**src/verilog/psm_pkg.sv**
```systemverilog
/*
 * Constants for the power-state I/O monitor: configuration-space byte
 * offsets, control bit positions, reset values and the field layout of
 * the clock divisor report.
 * Assumes a byte-wide configuration access port on the core clock.
 */
package psm_pkg;
   localparam logic [7:0] OFS_DS_ADDR   = 8'hE8;
   localparam logic [7:0] OFS_DS_MASK   = 8'hEA;
   localparam logic [7:0] OFS_DS_CMP    = 8'hEC;
   localparam logic [7:0] OFS_DS_CTL    = 8'hEE;
   localparam logic [7:0] OFS_SUSPEND_RAM_WATCH_ADDRESS  = 8'hF0;
   localparam logic [7:0] OFS_SUSPEND_RAM_WATCH_MASK  = 8'hF2;
   localparam logic [7:0] OFS_STR_CMP   = 8'hF4;
   localparam logic [7:0] OFS_SUSPEND_RAM_WATCH_CONTROL   = 8'hF6;
   localparam logic [7:0] OFS_FREQ      = 8'hFC;
   localparam logic [7:0] OFS_MEMORY_CLOCK_DIVISORS    = 8'hFE;
   localparam logic [7:0] OFS_BUSDIV    = 8'hFF;
   localparam int         CTL_RD_BIT    = 0;
   localparam int         CTL_WR_BIT    = 1;
   localparam logic [15:0] RST_HALF     = 16'h0000;
   localparam logic [1:0]  RST_CTL      = 2'h0;
   localparam logic [7:0]  RST_BYTE     = 8'h00;
   localparam int         DDR_DIV_LSB   = 4;
   localparam int         SDR_DIV_LSB   = 0;
endpackage

```
**src/verilog/psm_monitor.sv**
```systemverilog
/*
 * Power-state I/O monitor: configuration registers for the deep-sleep
 * and suspend-to-RAM watch units, plus read-only clock reports.
 * Assumes byte-wide configuration accesses on mclk (one-cycle strobes),
 * I/O access observations as one-cycle strobes on mclk, and that the
 * clock report values are stable straps sampled after reset release.
 * stop_clock_request arrives from a pin and is synchronised here.
 */
module psm_monitor
   import psm_pkg::*;
(
   input  wire logic        mclk,                // core clock
   input  wire logic        resetn,              // async reset, low
   input  wire logic        clk_en,              // freezes state when low
   input  wire logic [7:0]  cfg_addr,            // config byte offset
   input  wire logic        cfg_wr,              // config write strobe
   input  wire logic        cfg_rd,              // config read strobe
   input  wire logic [7:0]  cfg_wdata,           // config write byte
   output logic      [7:0]  cfg_rdata,           // config read byte
   input  wire logic        io_valid,            // observed I/O access
   input  wire logic        io_write,            // 1 write, 0 read
   input  wire logic [15:0] io_port,             // I/O port address
   input  wire logic [15:0] io_data,             // I/O access data
   input  wire logic        stop_clock_request,  // pin, async
   input  wire logic [15:0] core_freq_mhz,       // strap, MHz
   input  wire logic [3:0]  ddr_clock_divisor,   // strap
   input  wire logic [3:0]  sdr_clock_divisor,   // strap
   input  wire logic [7:0]  bus_clock_divisor,   // strap
   output logic             ds_armed,            // deep sleep pending
   output logic             str_armed,           // suspend pending
   output logic             ds_enter,            // deep sleep pulse
   output logic             str_enter            // suspend pulse
);
   logic [15:0] ds_addr_r, ds_mask_r, ds_cmp_r;
   logic [15:0] suspend_ram_watch_address_r, suspend_ram_watch_mask_r, str_cmp_r;
   logic [1:0]  ds_ctl_r, suspend_ram_watch_control_r;
   logic [15:0] freq_r;
   logic [7:0]  memory_clock_divisors_r, busdiv_r;
   logic        cap_done_r;
   logic [2:0]  stp_sync_r;
   logic        stp_level_r;
   logic        ds_armed_r, str_armed_r;
   logic        ds_enter_r, str_enter_r;
   logic [7:0]  rdata_r;

   wire wr_en = cfg_wr & clk_en;

   // stop-clock edge once second and third stages agree
   wire stp_agree = stp_sync_r[1] == stp_sync_r[2];
   wire stp_rise  = stp_agree & stp_sync_r[2] & ~stp_level_r;

   // watch decode per unit
   wire ds_hit = io_valid && (io_port == ds_addr_r)
      && ((io_write && ds_ctl_r[CTL_WR_BIT])
      || (!io_write && ds_ctl_r[CTL_RD_BIT]));
   wire ds_match = ds_hit
      && ((io_data & ds_mask_r) == ds_cmp_r);
   wire str_hit = io_valid && (io_port == suspend_ram_watch_address_r)
      && ((io_write && suspend_ram_watch_control_r[CTL_WR_BIT])
      || (!io_write && suspend_ram_watch_control_r[CTL_RD_BIT]));
   wire str_match = str_hit
      && ((io_data & suspend_ram_watch_mask_r) == str_cmp_r);

   // a new match wins over the stop-clock consume
   wire ds_armed_nxt  = ds_match | (ds_armed_r & ~stp_rise);
   wire str_armed_nxt = str_match | (str_armed_r & ~stp_rise);

   // read mux; reserved control bits read zero
   logic [7:0] rd_mux;
   always_comb begin
      case (cfg_addr)
         OFS_DS_ADDR:       rd_mux = ds_addr_r[7:0];
         OFS_DS_ADDR+8'h01: rd_mux = ds_addr_r[15:8];
         OFS_DS_MASK:       rd_mux = ds_mask_r[7:0];
         OFS_DS_MASK+8'h01: rd_mux = ds_mask_r[15:8];
         OFS_DS_CMP:        rd_mux = ds_cmp_r[7:0];
         OFS_DS_CMP+8'h01:  rd_mux = ds_cmp_r[15:8];
         OFS_DS_CTL:        rd_mux = {6'h00, ds_ctl_r};
         OFS_SUSPEND_RAM_WATCH_ADDRESS:       rd_mux = suspend_ram_watch_address_r[7:0];
         OFS_SUSPEND_RAM_WATCH_ADDRESS+8'h01: rd_mux = suspend_ram_watch_address_r[15:8];
         OFS_SUSPEND_RAM_WATCH_MASK:       rd_mux = suspend_ram_watch_mask_r[7:0];
         OFS_SUSPEND_RAM_WATCH_MASK+8'h01: rd_mux = suspend_ram_watch_mask_r[15:8];
         OFS_STR_CMP:        rd_mux = str_cmp_r[7:0];
         OFS_STR_CMP+8'h01:  rd_mux = str_cmp_r[15:8];
         OFS_SUSPEND_RAM_WATCH_CONTROL:        rd_mux = {6'h00, suspend_ram_watch_control_r};
         OFS_FREQ:           rd_mux = freq_r[7:0];
         OFS_FREQ+8'h01:     rd_mux = freq_r[15:8];
         OFS_MEMORY_CLOCK_DIVISORS:         rd_mux = memory_clock_divisors_r;
         OFS_BUSDIV:         rd_mux = busdiv_r;
         default:            rd_mux = 8'h00;
      endcase
   end

   // 16-bit register written one byte lane at a time
   function automatic logic [15:0] put_byte(input logic [15:0] cur,
                                            input logic hi,
                                            input logic [7:0] b);
      put_byte = hi ? {b, cur[7:0]} : {cur[15:8], b};
   endfunction

   wire sel_ds_addr  = cfg_addr[7:1] == OFS_DS_ADDR[7:1];
   wire sel_ds_mask  = cfg_addr[7:1] == OFS_DS_MASK[7:1];
   wire sel_ds_cmp   = cfg_addr[7:1] == OFS_DS_CMP[7:1];
   wire sel_suspend_ram_watch_address = cfg_addr[7:1] == OFS_SUSPEND_RAM_WATCH_ADDRESS[7:1];
   wire sel_suspend_ram_watch_mask = cfg_addr[7:1] == OFS_SUSPEND_RAM_WATCH_MASK[7:1];
   wire sel_str_cmp  = cfg_addr[7:1] == OFS_STR_CMP[7:1];

   always_ff @(posedge mclk or negedge resetn) begin
      if (!resetn) begin
         ds_addr_r  <= RST_HALF;
         ds_mask_r  <= RST_HALF;
         ds_cmp_r   <= RST_HALF;
         suspend_ram_watch_address_r <= RST_HALF;
         suspend_ram_watch_mask_r <= RST_HALF;
         str_cmp_r  <= RST_HALF;
         ds_ctl_r   <= RST_CTL;
         suspend_ram_watch_control_r  <= RST_CTL;
      end else if (wr_en) begin
         if (sel_ds_addr)
            ds_addr_r <= put_byte(ds_addr_r, cfg_addr[0], cfg_wdata);
         if (sel_ds_mask)
            ds_mask_r <= put_byte(ds_mask_r, cfg_addr[0], cfg_wdata);
         if (sel_ds_cmp)
            ds_cmp_r <= put_byte(ds_cmp_r, cfg_addr[0], cfg_wdata);
         if (sel_suspend_ram_watch_address)
            suspend_ram_watch_address_r <= put_byte(suspend_ram_watch_address_r, cfg_addr[0], cfg_wdata);
         if (sel_suspend_ram_watch_mask)
            suspend_ram_watch_mask_r <= put_byte(suspend_ram_watch_mask_r, cfg_addr[0], cfg_wdata);
         if (sel_str_cmp)
            str_cmp_r <= put_byte(str_cmp_r, cfg_addr[0], cfg_wdata);
         if (cfg_addr == OFS_DS_CTL)
            ds_ctl_r <= cfg_wdata[1:0];
         if (cfg_addr == OFS_SUSPEND_RAM_WATCH_CONTROL)
            suspend_ram_watch_control_r <= cfg_wdata[1:0];
      end
   end

   // report straps caught once, first enabled edge after release
   always_ff @(posedge mclk or negedge resetn) begin
      if (!resetn) begin
         freq_r     <= RST_HALF;
         memory_clock_divisors_r   <= RST_BYTE;
         busdiv_r   <= RST_BYTE;
         cap_done_r <= 1'b0;
      end else if (clk_en && !cap_done_r) begin
         freq_r     <= core_freq_mhz;
         memory_clock_divisors_r   <= {ddr_clock_divisor, sdr_clock_divisor};
         busdiv_r   <= bus_clock_divisor;
         cap_done_r <= 1'b1;
      end
   end

   always_ff @(posedge mclk or negedge resetn) begin
      if (!resetn) begin
         stp_sync_r  <= 3'h0;
         stp_level_r <= 1'b0;
      end else if (clk_en) begin
         stp_sync_r <= {stp_sync_r[1:0], stop_clock_request};
         if (stp_agree)
            stp_level_r <= stp_sync_r[2];
      end
   end

   // a match arriving with the stop-clock edge stays armed for the next
   always_ff @(posedge mclk or negedge resetn) begin
      if (!resetn) begin
         ds_armed_r  <= 1'b0;
         str_armed_r <= 1'b0;
         ds_enter_r  <= 1'b0;
         str_enter_r <= 1'b0;
         rdata_r     <= RST_BYTE;
      end else if (clk_en) begin
         ds_enter_r  <= stp_rise & ds_armed_r;
         str_enter_r <= stp_rise & str_armed_r;
         ds_armed_r  <= ds_armed_nxt;
         str_armed_r <= str_armed_nxt;
         if (cfg_rd)
            rdata_r <= rd_mux;
      end
   end

   assign ds_armed  = ds_armed_r;
   assign str_armed = str_armed_r;
   assign ds_enter  = ds_enter_r;
   assign str_enter = str_enter_r;
   assign cfg_rdata = rdata_r;
endmodule

```
**config.mk**
```make
export PLATFORM = sky130hd
export DESIGN_NAME = psm_monitor
export DESIGN_NICKNAME = d
export VERILOG_FILES = /design/src/verilog/psm_pkg.sv /design/src/verilog/psm_monitor.sv
export SDC_FILE = /design/constraint.sdc
export NUM_CORES = 1
export LEC_CHECK = 0
export ABC_AREA = 1
export BUFFER_PORTS_ARGS = -buffer_cell sky130_fd_sc_hd__buf_2
export CAP_MARGIN = 20
export CORE_ASPECT_RATIO = 1.4
export CORE_MARGIN = 4
export CORE_UTILIZATION = 48
export CTS_CLUSTER_DIAMETER = 200
export DETAILED_ROUTE_END_ITERATION = 7
export PLACE_DENSITY = 0.69
export REMOVE_ABC_BUFFERS = 1
export SKIP_LAST_GASP = 1
export SLEW_MARGIN = 10
export SYNTH_ARGS = -nofsm -noshare
export SYNTH_HDL_FRONTEND = slang
export SYNTH_SLANG_ARGS = --single-unit
```
**constraint.sdc**
```tcl
create_clock -name mclk -period 1.9 [get_ports mclk]
set_clock_uncertainty 0.15 [all_clocks]
set_input_delay 0.19 -clock mclk [delete_from_list [all_inputs] [get_ports mclk]]
set_output_delay 0.19 -clock mclk [all_outputs]
set_load 0.005 [all_outputs]
```
Word-level counts from Yosys, hierarchy flattened. Index checks and enable logic that the tools add are counted.

Eq/ne operators: 29. Mux-type cells: 1. Bitwise operators: 14. Reduce and logical (&&, ||, !) cells: 31.

Operators by type and width (number): $eq 8x8->1 const B (18); $pmux 8 s18 (1); $eq 16x16->1 (4); $eq 7x7->1 const B (6); $reduce_and 3->1 (12); $and 16x16->16 (2); $logic_and 1x1->1 (11); $reduce_and 2->1 (4); $and 1x1->1 (7); $not 1->1 (3); $logic_not 1->1 (2); $logic_or 1x1->1 (2); $or 1x1->1 (2); $eq 1x1->1 (1).

Bits in registers: 149. Logic and storage cells: 100.

Longest topological paths before layout. Gate-level depths: netlist of the first run.

Word-level depth: 6. Gate-level depth with buffers: 12. Mapped depth without buffers: 11.

Worst setup path after synthesis of the first run. Ideal clock, no wire load.

Path type: register to register. Start: register cap_done_r. End: register busdiv_r[5]. Path buffers: 1. Stages on the path, launching flop included: 5. Data arrival time: 1.157 ns. Path slack: 0.468 ns. Cell sequence: dfrtp_1 -> inv_1 -> nand2_1 -> buf_2 -> mux2_2.

Longest elaborated chain between the ends: 2.

Ends and longest elaborated chain: start, declared (RTL line psm_monitor.sv:39) `logic cap_done_r;`; start signal, assigned (RTL line psm_monitor.sv:144) `cap_done_r <= 1'b0;`; start signal, assigned (RTL line psm_monitor.sv:149) `cap_done_r <= 1'b1;`; $logic_not 1->1 (RTL line psm_monitor.sv:145) `end else if (clk_en && !cap_done_r) begin`; $logic_and 1x1->1 (RTL line psm_monitor.sv:145); end signal, assigned (RTL line psm_monitor.sv:148) `busdiv_r <= bus_clock_divisor;`; end, declared (RTL line psm_monitor.sv:38) `logic [7:0] memory_clock_divisors_r, busdiv_r;`.

No other way between the ends. A chain may end at the register's enable or synchronous reset.

Worst setup path in the final report of the first run.
Start: register suspend_ram_watch_mask_r[7]. End: register str_armed_r (netlist: str_armed).

Longest elaborated chain between the ends: 4.

Ends and longest elaborated chain: start, declared (RTL line psm_monitor.sv:35) `logic [15:0] suspend_ram_watch_address_r, suspend_ram_watch_mask_r, str_cmp_r;`; start signal, assigned (RTL line psm_monitor.sv:128) `suspend_ram_watch_mask_r <= put_byte(suspend_ram_watch_mask_r, cfg_addr[0], cfg_wdata);`; $and 16x16->16 (RTL line psm_monitor.sv:62) `&& ((io_data & suspend_ram_watch_mask_r) == str_cmp_r);`; $eq 16x16->1 (RTL line psm_monitor.sv:62); $logic_and 1x1->1 (RTL line psm_monitor.sv:62); $or 1x1->1 (RTL line psm_monitor.sv:66) `wire str_armed_nxt = str_match | (str_armed_r & ~stp_rise);`; end signal, assigned (RTL line psm_monitor.sv:176) `str_armed_r <= str_armed_nxt;`; end, declared (RTL line psm_monitor.sv:42) `logic ds_armed_r, str_armed_r;`.

No other way between the ends.

==> metrics.md, run 1 <==
| Metric | Value |
|---|---|
| Nets | 1235 |
| Global-route wire length before repair | 41.0 mm |
| Highest fanout seen on the critical path | 3 |
| Number of H-tree levels | 4 |
| Overall power consumption | 7.55 mW |
| Estimated wirelength of the detail-placed design | 19.3 mm |
| Antenna violations before repair | 0 |
| Data required time of the critical path | 2.12 ns |
| Setup ws final | 0.249 ns |
| Setup WS pre-CTS | 0.156 ns |
| RSZ-0062 raised after global routing | no |
| Fraction of synthesized cell area in xor and xnor cells | 0.0399 |
| Number of buffers created by CTS | 17 |
| Count of TritonRoute iterations in the first routing pass | 5 |
| Critical path start-end classification | reg -> reg |
| Final period util | 0.869 |
| Number of DRC violations after detailed routing | 0 |
| Boundary Pins | 100 |
| Kind of launch point of the worst setup path | flop |
| Wire length on met1 | 10.5 mm |
| Met2 Routed Length | 13.0 mm |
| Ys Warns | 0 |
| Net load switching power | 1.76 mW |
| Area of the mapped netlist | 7910 um^2 |
| WHS | -0.0137 ns |
| Number of buffers inserted by post-CTS setup repair | 0 |
| Fmax achieved | 606 MHz |
| Antenna cells | 0 |
| Slew at the pin with the worst max-slew slack | 0.572 ns |
| Final ANT Viol Nets | 0 |
| Quantity of I/O buffers inserted on ports | 99 |
| Vias in the first global route | 7229 |
| Worst VDD drop | 553 uV |
| Clock-pin transition on the worst setup and hold timing paths | 0.06 ns |
| Count of filler cells inserted in the layout | 1411 |
| Synthesized-area fraction occupied by adder cells | 0.00158 |
| Synth Area per Inst | 7.97 um^2 |
| Path class of the lowest-slack min-delay path | in -> reg |
| Multiplexer share of the synthesized area | 0.0384 |
| Distinct cell type count of the synthesized netlist | 34 |
| Resized cells post-CTS | 0 |
| GRT Overall Usage | 0.292 |
| Overall die height | 160 um |
| Synthesized-area fraction occupied by ao, oa, aoi and oai cells | 0.0861 |
| Switching part of the total | 0.234 |
| Post-synthesis share of cell area spent on and, or, nand and nor gates | 0.307 |
| Worst-case headroom to the max-slew limit | 0.618 |
| Latest clock arrival within the worst-skew pair | 0.43 ns |
| CORE AREA | 16200 um^2 |
| Relative contribution of combinational cells to total power | 0.086 |
| Final number of hold-violating endpoints | 1 |
| Remaining global-route overflow | 0 |
| Sequential group share of total power | 0.439 |
| Mapped Cells | 992 |
| Effective utilization at floorplan | 0.489 |
| Fraction of final layout cells sized beyond drive strength 1 | 0.200 |
| Routed length on met3 | 1.52 mm |
| DP Area | 8840 um^2 |
| Final instance area | 9820 um^2 |
| Minimum period implied by the final worst setup slack | 1.65 ns |
| Critical path data arrival time | 1.87 ns |
| Share of power burned in the clock network | 0.474 |
| Drt first-iter violations | 782 |
| Routed Wire Length | 26.1 mm |
| Register area share after synthesis | 0.472 |
| Final standard cell count with taps included and fillers excluded | 1356 |
| Area delta synth->final | 24.2% |
| Placer Congestion | 0.975 |
| Mean routed wirelength per cell | 19.2 um |
| Largest net degree at the start of global routing | 47 |
| Largest family of logic cells by synthesized area | simple AND/OR/NAND/NOR gates |
| Status | complete, but fails checks |
| Violated checks | negative hold slack |
| Setup violation total in the final timing report | 0 |
| Die Span X | 116 um |
| Reported leakage power | 4.84 nW |
| Via count of the routed design | 7436 |
| CP Capture Type | flop |
| Clock tree from TritonCTS | built |
| Area enclosed by the die boundary | 18600 um^2 |
| Internal Dissipation | 5.79 mW |
| Top routing layer in use | met4 |
| Placed instance count | 1290 |
| Number of core rows | 55 |
| Via-to-Cell Ratio | 5.48 |
| Maxcap violations | 0 |
| Final Max Slew Viols | 0 |
| Number of clock sinks | 149 |
| Number of buffers between clock root and the deepest sink | 2 |
| Synth Register Bits | 149 |
| PD cells | 769 nW/um^2 |
| Root buffer selected by CTS | clkbuf_16 |
-- path summary, 6_finish.rpt --
check	end	slack, ns	start	cells past startpoint
worst min register to register	cap_done_r	0.31	cap_done_r	2
worst min-delay path	stp_sync_r[0]	-0.01	clk_en	3
max in group asynchronous	suspend_ram_watch_mask_r[9]	0.95	resetn	3
min in group asynchronous	stp_sync_r[2]	0.06	resetn	2
worst max register to register	str_armed	0.25	suspend_ram_watch_mask_r[7]	8
worst max-delay path	str_armed	0.25	suspend_ram_watch_mask_r[7]	8
-- synthesized netlist by cell type --
cell type	number	area share
a211oi_1	1	0.00095
a21oi_1	8	0.0051
and2_1	1	0.00079
and3_1	1	0.00079
buf_2	15	0.0095
buf_4	3	0.0028
buf_6	5	0.0071
clkbuf_1	16	0.0076
dfrtp_1	149	0.47
ha_1	1	0.0016
inv_1	55	0.026
inv_2	5	0.0024
mux2_2	27	0.038
nand2_1	271	0.13
nand2_2	3	0.0024
nand2_4	2	0.0028
nand3_1	136	0.086
nand3_2	6	0.0076
nand4_1	16	0.013
nor2_1	81	0.038
nor2_2	11	0.0087
nor2_4	3	0.0043
nor3_1	9	0.0057
nor3_2	2	0.0025
nor4_2	1	0.0016
o2111ai_1	1	0.0011
o211ai_1	2	0.0019
o21ai_0	75	0.047
o21ai_1	40	0.025
o21bai_1	2	0.0019
o22ai_1	3	0.0024
or2_2	5	0.0040
xnor2_1	11	0.012
xor2_1	25	0.028
-- sequential cells by signal (all words and copies together), names as in the netlist --
register and count:
busdiv_r 8, cap_done_r 1, cfg_rdata 8, ds_addr_r 16
ds_armed 1, ds_cmp_r 16, ds_ctl_r 2, ds_enter 1
ds_mask_r 16, freq_r 16, memory_clock_divisors_r 8, stp_level_r 1
stp_sync_r 3, str_armed 1, str_cmp_r 16, str_enter 1
suspend_ram_watch_address_r 16, suspend_ram_watch_control_r 2, suspend_ram_watch_mask_r 16
-- power by group through the flow --
stage	sequential, mW	clock (mW)	combinational, mW
floorplan	3.35	0	0.255
global route	3.32	3.76	0.718
finish	3.32	3.58	0.651
CTS	3.31	3.60	0.649
detailed placement	3.37	0	0.588
global placement	3.37	0	0.583
-- cell families (layout without fill, tap and decap cells) --
family | Yosys count | after routing
compound gates | 132 | 132
mux | 27 | 27
flops | 149 | 149
fa+ha+maj | 1 | 1
simple gates | 548 | 548
xor+xnor | 36 | 36
buf+inv | 99 | 264
-- cells in the final DEF (no fill, tap or decap), types with 4 or more instances in the layout --
cell type,count
xor2_1,25
mux2_2,27
dlygate4sd3_1,36
nor2_2,11
or2_2,5
nor3_1,9
dfrtp_1,149
clkbuf_16,17
bufinv_16,4
nand3_1,136
inv_1,55
o21ai_0,75
a21oi_1,8
nor2_1,81
xnor2_1,11
buf_12,8
buf_4,31
nand2_1,271
o21ai_1,40
nand4_1,16
inv_2,5
buf_2,98
nand3_2,6
-- layout make-up --
| type | instances | area [um^2] | area share |
|---|---|---|---|
| Multi-Input combinational cell | 744 | 3740 | 0.381 |
| Sequential cell | 149 | 3730 | 0.380 |
| Timing Repair Buffer | 174 | 1250 | 0.128 |
| Clock buffer | 22 | 474 | 0.0483 |
| Tap cell | 199 | 249 | 0.0254 |
| Inverter | 60 | 225 | 0.0229 |
| Clock inverter | 8 | 149 | 0.0152 |
-- per-stage QoR --
step | utilization | hold slack, ns | TNS, ns
final | 0.607 | -0.0137 | 0
after global routing | 0.607 | 0.0621 | 0
after CTS | 0.608 | 0.0390 | 0
after detailed placement | 0.546 | -0.0528 | 0
after global placement | 0.546 | -0.0558 | 0
after floorplan | - | -0.256 | -0.520
-- timing repair --
| item | 4_1_cts | 5_1_grt |
|---|---|---|
| endpoints found under the setup margin | 0 | 1 |
| hold buffers | 37 | 0 |
| endpoints found under the hold margin | 183 | 0 |
-- layer usage --
metal  track usage  up-vias
li1              -     3579
met1         0.376     3469
met2         0.486      323
met3        0.0402       65
met4         0.125        0
met5             0        -
-- worst max-delay path, cell delays in order (launching register included) --
cell and delay (ns):
dfrtp_1 0.40, nand2_1 0.08, xor2_1 0.30, nand2_1 0.08, nor2_1 0.09, nand2_1 0.10
nor2_1 0.17, nand3_1 0.13, nand2_1 0.08
(Power assumes the default switching activity.)
==> run 2: changes to the inputs <==
CORE_UTILIZATION = 58   (was 48)
PLACE_DENSITY = 0.81   (was 0.69)
==> run 2 against run 1 <==
The flow now finishes without violations; final cell count decreased by 1.8%; design area decreased by 1.1%; non-clock buffer count decreased by 9; maximum frequency increased by 1.0%; worst setup slack improved by 0.017 ns; clock-buffer cell count decreased by 2; first-iteration DRC count increased by 9.0%; sequential cell count unchanged; global-route usage increased by 4.9 points; critical path depth unchanged; power decreased by 0.43%; combinational power decreased by 1%.
==> metrics.md, run 2 (synthesis results as in run 1) <==
| Metric | Value |
|---|---|
| Mean routed wirelength per cell | 19.2 um (+0.10%) |
| Overall power consumption | 7.52 mW (-0.43%) |
| Area enclosed by the die boundary | 15600 um^2 (-16%) |
| Latest clock arrival within the worst-skew pair | 0.43 ns (about the same) |
| Final ANT Viol Nets | 0 (unchanged) |
| Critical path start-end classification | reg -> reg |
| Via count of the routed design | 7850 (+5.6%) |
| Effective utilization at floorplan | 0.591 (+0.102) |
| Antenna cells | 0 (unchanged) |
| CORE AREA | 13400 um^2 (-17%) |
| Drt first-iter violations | 852 (+9.0%) |
| Number of buffers inserted by post-CTS setup repair | 0 (unchanged) |
| Fraction of final layout cells sized beyond drive strength 1 | 0.194 (-0.00574) |
| Capture instance of the worst register-to-register path | str_armed |
| Worst-case headroom to the max-slew limit | 0.620 (+0.00243) |
| Final Max Slew Viols | 0 (unchanged) |
| CP startpoint | suspend_ram_watch_mask_r[7] |
| Global-route wire length before repair | 40.8 mm (-0.52%) |
| Critical path data arrival time | 1.85 ns (-0.02 ns) |
| GRT Overall Usage | 0.341 (+0.0488) |
| Fmax achieved | 612 MHz (+1.0%) |
| Count of filler cells inserted in the layout | 1079 (-24%) |
| Setup violation total in the final timing report | 0 (unchanged) |
| Quantity of I/O buffers inserted on ports | 99 (unchanged) |
| Resized cells post-CTS | 0 (unchanged) |
| Overall die height | 146 um (-8.6%) |
| Minimum period implied by the final worst setup slack | 1.63 ns (-0.0170 ns) |
| Internal reg-to-reg setup slack | 0.27 ns (+0.02 ns) |
| Root buffer selected by CTS | clkbuf_16 |
| Final period util | 0.860 (-0.00897) |
| Highest fanout seen on the critical path | 3 (unchanged) |
| Estimated wirelength of the detail-placed design | 18.4 mm (-4.9%) |
| Number of DRC violations after detailed routing | 0 (unchanged) |
| Vias in the first global route | 7592 (+5.0%) |
| Boundary Pins | 100 (unchanged) |
| Number of buffers between clock root and the deepest sink | 2 (unchanged) |
| WHS | 0.0545 ns (+0.0683 ns) |
| Path class of the lowest-slack min-delay path | in -> reg |
| Via-to-Cell Ratio | 5.89 (+7.5%) |
| Routed Wire Length | 25.6 mm (-1.7%) |
| Remaining global-route overflow | 0 (unchanged) |
| RR Startpoint | suspend_ram_watch_mask_r[7] |
| Data required time of the critical path | 2.12 ns (about the same) |
| Number of core rows | 50 (-9.1%) |
| Commonest non-fill, non-tap cells in the layout | nand2_1 (271), dfrtp_1 (149), nand3_1 (136) |
| CP Capture Type | flop |
| Number of H-tree levels | 4 (unchanged) |
| Clock-pin transition on the worst setup and hold timing paths | 0.06 ns (about the same) |
| PD cells | 774 nW/um^2 (+0.68%) |
| Reported leakage power | 4.79 nW (-1.1%) |
| RSZ-0062 raised after global routing | no |
| Worst VDD drop | 585 uV (+5.8%) |
| Critical path capture point | str_armed |
| Most common library cell in the layout ignoring fill and taps | nand2_1 |
| Cell depth of the worst flop-to-flop path | 8 (unchanged) |
| Count of TritonRoute iterations in the first routing pass | 6 (+1) |
| Maxcap violations | 0 (unchanged) |
| Area delta synth->final | 22.8% |
| Antenna violations before repair | 0 (unchanged) |
| Final number of hold-violating endpoints | 0 (-1) |
| Clock tree from TritonCTS | built |
| Status | complete, no violations |
| Nets | 1226 (-0.73%) |
| Largest net degree at the start of global routing | 47 (unchanged) |
| Kind of launch point of the worst setup path | flop |
| Slew at the pin with the worst max-slew slack | 0.567 ns (-0.00511 ns) |
| Number of buffers created by CTS | 17 (unchanged) |
| Die Span X | 107 um (-8.4%) |
| Placer Congestion | 1.08 (+10%) |
| Number of clock sinks | 149 (unchanged) |
## run 2: cell types whose count changed in the layout (fill, tap and decap cells not counted), sizes merged
cell,before,now
inv,60,61
clkinv,2,4
clkinvlp,2,3
buf,138,129
clkbuf,22,20
## run 2: cell type report
class,count,area (um^2),share of cell area
clock buffer,20,437,0.0450
sequential,149,3730,0.384
tap,182,228,0.0234
clock inverter,12,179,0.0184
multi-input combinational,744,3740,0.385
timing repair buffer,165,1170,0.121
inverter,60,225,0.0232
## run 2: how the worst min path moves through the flow
stage | start | to | slack [ns] | cells past startpoint
floorplan | resetn | busdiv_r[0] | -0.26 | 0
global placement | resetn | str_enter | 0.008 | 1
detailed placement | resetn | str_enter | 0.007 | 1
CTS | clk_en | cap_done_r | 0.04 | 3
global route | clk_en | cap_done_r | 0.09 | 3
finish | clk_en | cap_done_r | 0.05 | 3
## run 2: per-layer routing
| layer | part of all wire | up-vias | GRT usage |
|---|---|---|---|
| li1 | - | 3570 | - |
| met1 | 0.36 | 3637 | 0.424 |
| met2 | 0.48 | 503 | 0.546 |
| met3 | 0.089 | 140 | 0.0615 |
| met4 | 0.073 | 0 | 0.214 |
| met5 | 0 | - | 0 |
## run 2: report_power, final
part | internal (mW) | leakage, nW | switching (mW) | total [mW]
sequential | 3.24 | 2.04 | 0.0721 | 3.32
combinational | 0.248 | 2.46 | 0.395 | 0.643
clock | 2.20 | 0.291 | 1.36 | 3.56
## run 2: metrics by stage
stage | TNS, ns | instances | instance area, um^2 | util | worst slack [ns]
finish | 0 | 1332 | 9710 | 0.725 | 0.266
global route | 0 | 1332 | 9710 | 0.725 | 0.176
CTS | 0 | 1333 | 9720 | 0.726 | 0.0273
detailed placement | 0 | 1264 | 8740 | 0.653 | 0.118
global placement | 0 | 1264 | 8740 | 0.653 | 0.132
floorplan | -0.520 | 953 | 7690 | - | -0.0617
## run 2: what timing repair did
action,CTS,global route
hold buffers,37,0
setup endpoints to repair,0,1
hold endpoints to repair,183,0
## run 2: worst max-delay path, cell delays in order (launching register included)
cell and delay [ns]:
dfrtp_1 0.41, nand2_1 0.08, xor2_1 0.27, nand2_1 0.08, nor2_1 0.10, nand2_1 0.10, nor2_1 0.17, nand3_1 0.14
nand2_1 0.08
==> run 3: changes to the inputs <==
ABC_AREA = not set   (was 1)
CORE_UTILIZATION = 59   (was 58)
PLACE_DENSITY = 0.82   (was 0.81)
==> run 3 against run 2 <==
Utilization rose by 4.2 points; final cell count decreased by 19%; clock power decreased by 8.1%; synthesized cell count shrank 31%; sequential share of layout area shrank 1.9 points; non-clock buffer count up 64; die area is 0.96% lower; first-iteration DRC count down 29%; clock-buffer cell count shrank 1; global-route usage grew 1.0 points; hold slack lost 0.00058 ns; sequential power up 4%; largest cell class unchanged; highest routed layer is now met5.
==> metrics.md, run 3 <==
| Metric | Value |
|---|---|
| Status | complete, no violations |
| Instance count along the most critical hold path | 2 (-1) |
| Synthesized-area fraction occupied by adder cells | 0.00157 (-0.0000107) |
| Mapped Cells | 681 (-31%) |
| Dominant cells by area after synthesis | dfrtp_1 (47%), mux2_2 (21%), xor2_1 (5.8%), nand2_1 (2.9%), mux2i_1 (1.5%) |
| Commonest non-fill, non-tap cells in the layout | dfrtp_1 (149), mux2_2 (147), buf_2 (98) |
| Distinct cell type count of the synthesized netlist | 63 (+85%) |
| Ys Warns | 0 (unchanged) |
| Crit-path slowest cell | dfrtp_1 |
| Worst min-delay path startpoint | cfg_wdata[2] |
| Final instance area | 10200 um^2 (+5.3%) |
| Worst VDD drop | 598 uV (+2.2%) |
| Drt first-iter violations | 609 (-29%) |
| Internal reg-to-reg setup slack | 0.08 ns (-0.18 ns) |
| Synthesized-area fraction occupied by ao, oa, aoi and oai cells | 0.0838 (-0.00231) |
| Leading post-synthesis cells by instance count | dfrtp_1 (149), mux2_2 (147), nand2_1 (62), xor2_1 (53), clkbuf_1 (24) |
| Routed length on met3 | 1.96 mm (-14%) |
| GRT Overall Usage | 0.351 (+0.0101) |
| Remaining global-route overflow | 0 (unchanged) |
| Setup violation total in the final timing report | 0 (unchanged) |
| Number of core rows | 50 (unchanged) |
| CP Capture Type | flop |
| Number of buffers created by CTS | 17 (unchanged) |
| Via count of the routed design | 6851 (-13%) |
| Largest family of logic cells by synthesized area | multiplexers |
| Fmax achieved | 550 MHz (-10%) |
| Count of TritonRoute iterations in the first routing pass | 5 (-1) |
| Critical path start-end classification | reg -> reg |
| Effective utilization at floorplan | 0.597 (+0.00681) |
| Number of H-tree levels | 4 (unchanged) |
| Wire length on met1 | 9.77 mm (+5.9%) |
| Maxcap violations | 0 (unchanged) |
| Synth Register Bits | 149 (unchanged) |
| Quantity of I/O buffers inserted on ports | 99 (unchanged) |
| Capture instance of the worst register-to-register path | ds_armed |
| Multiplexer share of the synthesized area | 0.237 (+0.199) |
| Met2 Routed Length | 12.8 mm (+4.4%) |
| Root buffer selected by CTS | clkbuf_16 |
| Overall die height | 145 um (-0.49%) |
| Antenna violations before repair | 1 (+1) |
| Highest fanout seen on the critical path | 3 (unchanged) |
| Dominant register cell in the synthesized netlist | dfrtp_1 |
| Area enclosed by the die boundary | 15400 um^2 (-0.96%) |
| Nets | 978 (-20%) |
| Share of the synthesized area in the top cell type | 0.468 (-0.00319) |
| Cell depth of the worst flop-to-flop path | 5 (-3) |
| Area delta synth->final | 28.4% |
| Post-synth EDFFs | 0 (unchanged) |
| Post-Route Setup TNS | 0 ns (unchanged) |
| Crit path largest cell delay | 0.40 ns (about the same) |
| Largest net degree at the start of global routing | 50 (+6.4%) |
| Number of buffers between clock root and the deepest sink | 2 (unchanged) |
| Worst-case headroom to the max-slew limit | 0.663 (+0.0426) |
| RSZ-0062 raised after global routing | yes |
| Latest clock arrival within the worst-skew pair | 0.42 ns (about the same) |
| Final number of hold-violating endpoints | 0 (unchanged) |
| Post-synthesis share of cell area spent on and, or, nand and nor gates | 0.112 (-0.195) |
| Final period util | 0.956 (+0.0960) |
| Placer Congestion | 1.03 (-3.9%) |
| Overall power consumption | 7.65 mW (+1.8%) |
| Top routing layer in use | met5 |
| Die Span X | 106 um (-0.48%) |
| Fraction of final layout cells sized beyond drive strength 1 | 0.435 (+0.241) |
| Clock-pin transition on the worst setup and hold timing paths | 0.06 ns (about the same) |
| Synth Area per Inst | 11.7 um^2 (+47%) |
| Largest delay contributor family on the critical path | simple AND/OR/NAND/NOR gates |
| Yosys top cell by area | dfrtp_1 |
| Number of DRC violations after detailed routing | 0 (unchanged) |
| Worst Hold End | suspend_ram_watch_address_r[10] |
| CORE AREA | 13300 um^2 (-0.47%) |
| Minimum period implied by the final worst setup slack | 1.82 ns (+0.182 ns) |
| Path class of the lowest-slack min-delay path | in -> reg |
| Vias in the first global route | 7190 (-5.3%) |
| Area of the mapped netlist | 7960 um^2 (+0.68%) |
| Boundary Pins | 100 (unchanged) |
| Kind of launch point of the worst setup path | flop |
| DP Area | 9310 um^2 (+6.6%) |
| Mean routed wirelength per cell | 24.4 um (+27%) |
| Fraction of synthesized cell area in xor and xnor cells | 0.0693 (+0.0294) |
| Routed Wire Length | 26.4 mm (+3.2%) |
| RR Startpoint | ds_mask_r[14] |
| Critical path data arrival time | 2.02 ns (+0.17 ns) |
| Post-synth ARST share | 1.00 (unchanged) |
| Slew at the pin with the worst max-slew slack | 0.501 ns (-0.0664 ns) |
| Most common library cell in the layout ignoring fill and taps | dfrtp_1 |
| Data required time of the critical path | 2.10 ns (-0.02 ns) |
| Clock tree from TritonCTS | built |
| Top-count cell post-synth | dfrtp_1 |
| Estimated wirelength of the detail-placed design | 19.9 mm (+8.2%) |
| Final Max Slew Viols | 0 (unchanged) |
| Antenna cells | 0 (unchanged) |
| Number of buffers inserted by post-CTS setup repair | 0 (unchanged) |
| Setup ws final | 0.0833 ns (-0.182 ns) |
| Global-route wire length before repair | 41.1 mm (+0.74%) |
| WHS | 0.0540 ns (-0.000579 ns) |
| Critical path buffer and inverter count | 0 (unchanged) |
| Reported leakage power | 4.85 nW (+1.2%) |
| Number of clock sinks | 149 (unchanged) |
| Crit path cell chain | nand2_1 > xor2_1 > nand4_1 > nor3_1 > a22o_1 |
| Final ANT Viol Nets | 0 (unchanged) |
| Via-to-Cell Ratio | 6.33 (+7.3%) |
| Register area share after synthesis | 0.468 (-0.00319) |
| PD cells | 749 nW/um^2 (-3.3%) |
| Setup WS pre-CTS | -0.101 ns (-0.219 ns) |
## run 3: cell type report
type / count / area [um^2]
timing repair buffer: 229 / 1650
clock inverter: 12 / 131
inverter: 9 / 33.8
clock buffer: 19 / 433
tap: 182 / 228
sequential: 149 / 3730
multi-input combinational: 483 / 4020
fill: 881 / 3100
## run 3: power breakdown
group / leakage (nW) / internal, mW / switching [mW]
combinational: 2.58 / 0.447 / 0.473
sequential: 2.01 / 3.33 / 0.133
clock: 0.265 / 1.93 / 1.34
total: 4.85 / 5.70 / 1.95
## run 3: worst max path at each step
stage                                    from           end  slack [ns]  depth (start not counted)
6_report                        ds_mask_r[14]      ds_armed        0.08                          5
3_5_place_dp                      cfg_addr[1]  ds_mask_r[4]       -0.10                          5
3_3_place_gp                      cfg_addr[2]  ds_cmp_r[15]       -0.11                          7
5_1_grt        suspend_ram_watch_control_r[1]     str_armed       -0.01                          5
2_1_floorplan                      cap_done_r   busdiv_r[0]       -0.61                          2
4_1_cts                          str_cmp_r[1]  cfg_rdata[1]        0.06                          5
## run 3: metrics by stage
step           instances  utilization
2_1_floorplan        641            -
3_3_place_gp        1018        0.699
3_5_place_dp        1018        0.699
4_1_cts             1083        0.767
5_1_grt             1083        0.767
6_report            1083        0.767
## run 3: routing by layer
metal  GRT usage  up-vias
li1            -     2930
met4       0.219        2
met3      0.0635      115
met1       0.425     3368
met5           0        -
met2       0.575      436
## run 3: worst register-to-register path, cell delays in order (launching register included)
cell and delay (ns):
dfrtp_1 0.40, nand2_1 0.08, xor2_1 0.32, nand4_1 0.25, nor3_1 0.37, a22o_1 0.18
## run 3: timing repair
action / in CTS / in global routing
setup endpoints to repair: 0 / 2
resized for setup: 0 / 2
hold endpoints to repair: 182 / 0
hold buffers: 34 / 0
## run 3: logic make-up (layout without fill, tap and decap cells)
kind of cell	Yosys count	after routing
simple gates	166	166
mux	164	164
flops	149	149
compound gates	89	89
xor+xnor	63	63
buf+inv	49	269
fa+ha+maj	1	1
